**src/hdl/bsw_stopwatch_regs.vh**
```
`ifndef BSW_STOPWATCH_REGS_VH
`define BSW_STOPWATCH_REGS_VH

// Register indices; the byte address on the bus is four times the index
`define BSW_IDX_CONTROL   16'hff7c
`define BSW_IDX_HUNDREDTH 16'hff7d
`define BSW_IDX_TENTH     16'hff7e
`define BSW_IDX_MASK      16'hffe7
`define BSW_IDX_FLAGS     16'hfff7

// Field positions
`define BSW_CTRL_RUN      0
`define BSW_CTRL_CLEAR    1
`define BSW_FLAG_TENHZ    0
`define BSW_FLAG_ONEHZ    1

// Reset values
`define BSW_RST_RUN       1'h0
`define BSW_RST_DIGIT     4'h0
`define BSW_RST_MASK      4'h0
`define BSW_RST_FLAGS     2'h0

// Digit range and base tick pattern
`define BSW_DIGIT_MAX     4'h9
`define BSW_ADV_PER_SEC   9'h064
`define BSW_BASE_PER_SEC  9'h100

// Timing: base tick rate and clock rate in Hz, cycles per base tick
`define BSW_REF_CLK_HZ    10000000
`define BSW_BASE_TICK_HZ  256
// Reference clock over base tick rate, rounded down, sized to the divider
`define BSW_BASE_CYCLES   16'h9896

`endif

```
**src/hdl/bsw_bcd_digit.v**
```verilog
`include "bsw_stopwatch_regs.vh"

// One decimal digit, 0 to 9, with synchronous clear and a wrap strobe
module bsw_bcd_digit (
   input  wire       ref_clk,
   input  wire       reset,
   input  wire       ce,
   input  wire       clear,
   input  wire       advance,
   output reg  [3:0] digit,
   output wire       wrap
);
   // Clear beats an advance in the same cycle, so no wrap is reported then
   assign wrap = advance & ~clear & (digit == `BSW_DIGIT_MAX);

   always @(posedge ref_clk) begin
      if (reset) begin
         digit <= `BSW_RST_DIGIT;
      end else if (ce) begin
         if (clear) begin
            digit <= `BSW_RST_DIGIT;
         end else if (advance) begin
            if (digit == `BSW_DIGIT_MAX) begin
               digit <= `BSW_RST_DIGIT;
            end else begin
               digit <= digit + 4'h1;
            end
         end
      end
   end
endmodule

```
**src/hdl/bsw_stopwatch_timer.v**
```verilog
// Decided for this implementation: the Wishbone register port.
`include "bsw_stopwatch_regs.vh"

// Functional notes
// - Two cascaded four-bit decimal digits, hundredths and tenths, each counting 0 to 9.
// - Hundredths advance on a 256 Hz base, two or three base ticks apart.
// - Each hundredths wrap is a 10 Hz carry, the only count clock of tenths.
// - Per second four decades last 25 ticks, six last 26; tenths wrap at 1 Hz.
// - Hundredths wrap sets the 10 Hz flag; tenths wrap sets the 1 Hz flag.
// - Flags set on overflow regardless of mask; mask only gates the request.
// - Mask bit 0 enables 10 Hz, bit 1 enables 1 Hz; both clear at reset.
// - Writing one clears a flag, zero leaves it; read shows a pending overflow.
// - Both digit registers are read-only BCD values; writes have no effect.
// - Software reads the count one four-bit digit per access.
// - Both digits reset to zero.
// - Writing one to control bit 1 clears both digits; reads as zero.
// - Clear written with bit 0 at one resumes from zero at once; with bit 0 at zero, zero holds.
// - Control bit 0 runs on one, stops on zero, reads back, resets to zero.
// - Stopped digits hold; running again continues from the held value.
// - Bits 3 and 2 of control and flag registers read as zero.
module bsw_stopwatch_timer #(
   parameter [15:0] BASE_CYCLES = `BSW_BASE_CYCLES
) (
   input  wire        ref_clk,
   input  wire        reset,
   input  wire        ce,
   input  wire        wb_cyc_i,
   input  wire        wb_stb_i,
   input  wire        wb_we_i,
   input  wire [17:0] wb_adr_i,
   input  wire [3:0]  wb_sel_i,
   input  wire [31:0] wb_dat_i,
   output reg  [31:0] wb_dat_o,
   output reg         wb_ack_o,
   output reg         tenHzIrq,
   output reg         oneHzIrq,
   output reg         irq
);
   reg        run;
   reg [7:0]  phaseAcc;
   reg [3:0]  maskReg;
   reg [1:0]  flags;
   wire       baseTick;
   wire       busReq;
   wire       wrLow;
   wire [15:0] regIdx;
   wire       clearReq;
   wire [8:0] phaseSum;
   wire       hundAdvance;
   wire       tenthAdvance;
   wire       tenthWrap;
   wire [3:0] hundDigit;
   wire [3:0] tenthDigit;
   reg [31:0] next_rdData;
   reg [1:0]  next_flags;

   // A new request is taken on the edge where ack is raised
   assign busReq = wb_cyc_i & wb_stb_i & ~wb_ack_o;
   // Registers are four bits wide and live in byte lane 0 only
   assign wrLow  = busReq & wb_we_i & wb_sel_i[0];
   assign regIdx = wb_adr_i[17:2];

   // Clear strobe lasts the one cycle of the write
   assign clearReq = wrLow & (regIdx == `BSW_IDX_CONTROL) &
                     wb_dat_i[`BSW_CTRL_CLEAR];

   // Base tick at 256 Hz from the reference clock
   bsw_tick_div #(
      .DIV_CYCLES (BASE_CYCLES)
   ) u_tickDiv (
      .ref_clk  (ref_clk),
      .reset    (reset),
      .ce       (ce),
      .baseTick (baseTick)
   );

   // Adding 100 per base tick in an 8-bit phase gives exactly 100 carries per
   // 256 ticks, spaced 2 or 3 apart; decades then fall out as 25 or 26 ticks
   // in a 4:6 mix, so the tenths wrap lands on every 256th tick
   assign phaseSum    = {1'b0, phaseAcc} + `BSW_ADV_PER_SEC;
   assign hundAdvance = run & baseTick & phaseSum[8];

   always @(posedge ref_clk) begin
      if (reset) begin
         phaseAcc <= 8'h00;
      end else if (ce) begin
         if (clearReq) begin
            phaseAcc <= 8'h00;
         end else if (run & baseTick) begin
            phaseAcc <= phaseSum[7:0];
         end
      end
   end

   // Hundredths digit, fed by the approximate 100 Hz advance
   bsw_bcd_digit u_hund (
      .ref_clk (ref_clk),
      .reset   (reset),
      .ce      (ce),
      .clear   (clearReq),
      .advance (hundAdvance),
      .digit   (hundDigit),
      .wrap    (tenthAdvance)
   );

   // Tenths digit counts only the hundredths carry
   bsw_bcd_digit u_tenth (
      .ref_clk (ref_clk),
      .reset   (reset),
      .ce      (ce),
      .clear   (clearReq),
      .advance (tenthAdvance),
      .digit   (tenthDigit),
      .wrap    (tenthWrap)
   );

   // Run bit; a stop only gates the advance, so digits and phase are kept
   always @(posedge ref_clk) begin
      if (reset) begin
         run <= `BSW_RST_RUN;
      end else if (ce) begin
         if (wrLow & (regIdx == `BSW_IDX_CONTROL)) begin
            run <= wb_dat_i[`BSW_CTRL_RUN];
         end
      end
   end

   // Mask register; upper two bits are spare storage
   always @(posedge ref_clk) begin
      if (reset) begin
         maskReg <= `BSW_RST_MASK;
      end else if (ce) begin
         if (wrLow & (regIdx == `BSW_IDX_MASK)) begin
            maskReg <= wb_dat_i[3:0];
         end
      end
   end

   // Sticky flags: write-one clears, but an overflow in the same cycle wins
   always @* begin
      next_flags = flags;
      if (wrLow & (regIdx == `BSW_IDX_FLAGS)) begin
         next_flags = flags & ~wb_dat_i[1:0];
      end
      if (tenthAdvance) begin
         next_flags[`BSW_FLAG_TENHZ] = 1'b1;
      end
      if (tenthWrap) begin
         next_flags[`BSW_FLAG_ONEHZ] = 1'b1;
      end
   end

   always @(posedge ref_clk) begin
      if (reset) begin
         flags <= `BSW_RST_FLAGS;
      end else if (ce) begin
         flags <= next_flags;
      end
   end

   // Requests follow the flags that will stand next cycle, so they are
   // registered and still line up with the flag they belong to
   always @(posedge ref_clk) begin
      if (reset) begin
         tenHzIrq <= 1'b0;
         oneHzIrq <= 1'b0;
         irq      <= 1'b0;
      end else if (ce) begin
         tenHzIrq <= next_flags[`BSW_FLAG_TENHZ] & maskReg[`BSW_FLAG_TENHZ];
         oneHzIrq <= next_flags[`BSW_FLAG_ONEHZ] & maskReg[`BSW_FLAG_ONEHZ];
         irq      <= |(next_flags & maskReg[1:0]);
      end
   end

   // Read mux; unmapped addresses and unused bits read as zero
   always @* begin
      next_rdData = 32'h00000000;
      case (regIdx)
         `BSW_IDX_CONTROL: begin
            next_rdData[`BSW_CTRL_RUN] = run;
         end
         `BSW_IDX_HUNDREDTH: begin
            next_rdData[3:0] = hundDigit;
         end
         `BSW_IDX_TENTH: begin
            next_rdData[3:0] = tenthDigit;
         end
         `BSW_IDX_MASK: begin
            next_rdData[3:0] = maskReg;
         end
         `BSW_IDX_FLAGS: begin
            next_rdData[1:0] = flags;
         end
         default: begin
            next_rdData = 32'h00000000;
         end
      endcase
   end

   // One wait state: ack one cycle after the request, dropped the next cycle
   always @(posedge ref_clk) begin
      if (reset) begin
         wb_ack_o <= 1'b0;
         wb_dat_o <= 32'h00000000;
      end else if (ce) begin
         wb_ack_o <= busReq;
         if (busReq & ~wb_we_i) begin
            wb_dat_o <= next_rdData;
         end
      end
   end
endmodule

```
**src/hdl/bsw_tick_div.v**
```verilog
// Divides the reference clock down to the 256 Hz base tick pulse
module bsw_tick_div #(
   parameter [15:0] DIV_CYCLES = 16'h9896
) (
   input  wire ref_clk,
   input  wire reset,
   input  wire ce,
   output reg  baseTick
);
   reg [15:0] divCount;

   // Free running; the stopwatch gates its use of the tick, not the divider
   always @(posedge ref_clk) begin
      if (reset) begin
         divCount <= 16'h0000;
         baseTick <= 1'b0;
      end else if (ce) begin
         if (divCount >= DIV_CYCLES - 16'h0001) begin
            divCount <= 16'h0000;
            baseTick <= 1'b1;
         end else begin
            divCount <= divCount + 16'h0001;
            baseTick <= 1'b0;
         end
      end
   end
endmodule

```
**config.mk**
```make
export PLATFORM = sky130hd
export DESIGN_NAME = bsw_stopwatch_timer
export DESIGN_NICKNAME = d
export VERILOG_FILES = /design/src/hdl/bsw_bcd_digit.v /design/src/hdl/bsw_stopwatch_timer.v /design/src/hdl/bsw_tick_div.v
export VERILOG_INCLUDE_DIRS = /design/src /design/src/hdl
export SDC_FILE = /design/constraint.sdc
export NUM_CORES = 1
export LEC_CHECK = 0
export BUFFER_PORTS_ARGS = -buffer_cell sky130_fd_sc_hd__clkbuf_2
export CORE_MARGIN = 2
export CORE_UTILIZATION = 50
export CTS_CLUSTER_SIZE = 10
export DETAILED_ROUTE_END_ITERATION = 10
export PLACE_DENSITY = 0.8
export REMOVE_ABC_BUFFERS = 1
export SLEW_MARGIN = 40
export SYNTH_ARGS = -nofsm -noshare
export SYNTH_HDL_FRONTEND = slang
export SYNTH_SLANG_ARGS = --single-unit
export TNS_END_PERCENT = 10
```
**constraint.sdc**
```tcl
create_clock -name ref_clk -period 2.9 [get_ports ref_clk]
set_clock_uncertainty 0.2 [all_clocks]
set_input_delay 0.435 -clock ref_clk [delete_from_list [all_inputs] [get_ports ref_clk]]
set_output_delay 0.435 -clock ref_clk [all_outputs]
set_load 0.005 [all_outputs]
```
==> reports/qor.csv <==
metric;value;unit
CTS Sinks;46;
Via Count;2631;
wire length of the first global-routing pass;10800;um
Synth area leaders;dfxtp_1 (33%), buf_4 (7.7%), a211oi_1 (5.1%), a21oi_1 (5.0%), ha_1 (3.6%);
Pwr Density;398;mW/mm^2
Peak VDD IR;0.174;mV
Synth top area share;32.8;%
worst-path fanout max;9;
cts repair resizes;0;
Setup Fix Bufs, Post-CTS;0;
Worst EP required;2910;ps
crit-path cells;inv_1, ha_1, nor2b_1, o211ai_1, a2111oi_0, buf_4, o21ai_1, buf_4, a211oi_1;
synthesis-stage register bit count;46;
Reg clk slew, reported paths;90;ps
FILL cells;519;
area of the multi-input gates;0.00168;sq mm
TritonCTS clock tree;built;
drt drc;0;
non-filler cells, final;448;
setup TNS;0;ps
Worst R2R Path Depth;9;
slew margin rel.;55.6;%
antenna diode count;0;
HPWL after detailed placement;4460;um
Final #Nets;443;
Worst Setup Path Type;flip-flop to flip-flop;
Die Footprint;0.00624;sq mm
sequential fraction of the synthesis area;32.8;%
grt ovf;0;
hold_buf cts;0;
GP Congestion;0.841;
placed cells;440;
Routed Wire Length;6200;um
Cell Area, Placed;0.00297;sq mm
Netlist cell types;52;
vias in the first global route;2414;
share of cells above drive strength 1;15.4;%
fin crit share;82.6;%
Design Area, Final;0.00309;sq mm
static leakage power;1.10;nW
YS warnings;0;
final-report setup violation count;0;
worst reg2reg endpoint;u_tickDiv.divCount[8]$_SDFFE_PP0P_;
GRT Overall Usage;20.9;%
Worst Hold End;maskReg[3]$_SDFFE_PP0P_;
sum of buffers and inverters on the critical path;3;
Reg area;921;sq um
routed len/inst;13.8;um
Layout area overhead;9.88;%
Top FF cell, synth;dfxtp_1;
clk_lat worst skew;300;ps
cell row count;27;
Initial Util;51.3;%
H-Tree Depth;2;
ys async rst share;0;%
Synth Area per Inst;8.27;sq um
largest net degree at the start of global routing;34;
Die Ht;79.0;um
EDFF count, synth;0;
TritonCTS buffer count;5;
Worst Hold Class;primary input to flip-flop;
critical path's top delay family;compound AO/OA/AOI/OAI gates;
Arr. time, crit path;2410;ps
Post-Synthesis Cells;340;
DRT Pass-1 Iters;4;
total I/O pin count;96;
number of vias per cell;5.87;
Final WS setup;505;ps
dominant cell type by area after synthesis;dfxtp_1;
fin crit period;2400;ps
WHS Path Cells;3;
CP Capture Type;flip-flop;
antenna viol nets, final;0;
I/O Buffers;34;
Finished Core Util;56.4;%
status;finished clean;
Die X-Extent;79.0;um
FF-to-FF setup slack;500;ps
RSZ-0062 raised after global routing;no;
dpl ws;431;ps
Most Frequent Cell on Critical Path;buf_4;
FMAX;417;MHz
critical path's slowest cell;a2111oi_0;
hold path start;wb_dat_i[3];
endpoints failing hold;0;
CP startpoint kind;flip-flop;
pin slew with the least headroom to its limit;666;ps
initial antenna violation count;0;
Slew Viols, Final;0;
core area;0.00547;sq mm
CP peak stage delay;440;ps
root buffer cell;clkbuf_8;
Clock Tree Buf Depth;2;
Max-Cap Viols;0;
worst reg2reg path startpoint;u_tickDiv.divCount[1]$_SDFFE_PP0P_;
Iteration-0 DRC Markers;123;
Synth Cell Area;0.00281;sq mm
==> synth_stat cells (3+ instances only) <==
cell type / number
nand3_1: 11
dfxtp_1: 46
inv_1: 10
a31oi_1: 3
xor2_1: 7
or4_1: 7
nor3_1: 11
nor2b_1: 3
nand4b_1: 4
and2_1: 4
xnor2_1: 8
a211oi_1: 19
ha_1: 8
nand2_1: 18
o211ai_1: 3
mux2i_1: 7
nor4_1: 6
and3_1: 6
buf_4: 29
a21oi_1: 28
or3b_2: 3
nor2_1: 20
nand4_1: 10
or3_1: 6
clkbuf_1: 11
o21ai_0: 15
and4_1: 3
nand3b_1: 3
==> state kept, by name, summed over array words and instances, names as in the netlist <==
| signal | count |
|---|---|
| u_tenth.digit | 4 |
| oneHzIrq | 1 |
| tenHzIrq | 1 |
| u_tickDiv.divCount | 16 |
| maskReg | 4 |
| wb_ack_o | 1 |
| u_hund.digit | 4 |
| flags | 2 |
| u_tickDiv.baseTick | 1 |
| run | 1 |
| irq | 1 |
| phaseAcc | 6 |
| wb_dat_o | 4 |
==> per-stage QoR <==
step | total power, W | hold slack [ps]
floorplan | 0.000705 | 252
global placement | 0.000759 | 256
detailed placement | 0.000763 | 257
CTS | 0.00124 | 189
global route | 0.00128 | 187
finish | 0.00123 | 183
==> cells in the final DEF (no fill, tap or decap), types with 4 or more instances in the layout <==
cell,count
nor4_1,6
and3_1,6
clkbuf_8,5
nand2_1,18
a21oi_1,28
and2_1,4
xnor2_1,8
a211oi_1,19
conb_1,28
nor3_1,11
dfxtp_1,46
nand3_1,11
ha_1,8
buf_4,10
clkbuf_2,34
xor2_1,7
or4_1,7
nand4b_1,4
or3_1,6
inv_1,10
o21ai_0,15
mux2i_1,7
nor2_1,20
nand4_1,10
==> worst register-to-register path: stages (launching register included) <==
cell       delay [ps]
dfxtp_1           420
inv_1              90
ha_1              180
nor2b_1           120
o211ai_1           90
a2111oi_0         440
buf_4             210
o21ai_1           100
buf_4             210
a211oi_1          250
==> layer usage <==
metal	part of all wire (%)	vias up	routed length, um	track usage [%]
met5	0	-	0	0
met3	5.8	10	361	2.73
li1	-	1276	-	-
met2	49	94	3070	36.3
met4	1.6	0	97	7.41
met1	43	1251	2670	26.6
==> how the worst max path moves through the flow <==
stage / startpoint / end / slack (ps) / cells past startpoint
floorplan: wb_cyc_i / u_hund.digit[1]$_SDFFE_PP0P_ / 170 / 5
global placement: wb_adr_i[6] / irq$_SDFFE_PP0P_ / 470 / 7
detailed placement: wb_adr_i[6] / irq$_SDFFE_PP0P_ / 430 / 7
CTS: u_tickDiv.divCount[1]$_SDFFE_PP0P_ / u_tickDiv.divCount[8]$_SDFFE_PP0P_ / 500 / 9
global route: u_tickDiv.divCount[1]$_SDFFE_PP0P_ / u_tickDiv.divCount[8]$_SDFFE_PP0P_ / 260 / 9
finish: u_tickDiv.divCount[1]$_SDFFE_PP0P_ / u_tickDiv.divCount[8]$_SDFFE_PP0P_ / 500 / 9
==> power by group <==
group          leakage [nW]  internal (W)  total [W]  switching (W)
Sequential            0.371      0.000638   0.000645     0.00000734
Combinational         0.674     0.0000376   0.000105      0.0000677
Clock                0.0504      0.000256   0.000478       0.000222
Total                  1.10      0.000932    0.00123       0.000297
==> cell families (layout without fill, tap and decap cells) <==
kind of cell | Yosys count | after routing | share of synthesized area, %
adders and majority gates | 8 | 8 | 3.56
other | 1 | 28 | 0.133
muxes | 7 | 7 | 2.49
buffers and inverters | 53 | 62 | 11.0
AOI/OAI and AO/OA | 88 | 88 | 20.1
xor gates and xnor gates | 15 | 15 | 4.68
DFF | 46 | 46 | 32.8
and+or+nand+nor | 122 | 122 | 25.2
==> layout make-up <==
| type | instances | area share, % |
|---|---|---|
| Timing Repair Buffer | 44 | 7.94 |
| Sequential cell | 46 | 29.8 |
| Multi-Input combinational cell | 268 | 54.4 |
| Clock inverter | 3 | 1.46 |
| Clock buffer | 5 | 2.23 |
| Tap cell | 72 | 2.92 |
| Inverter | 10 | 1.22 |
(Power assumes the default switching activity.)
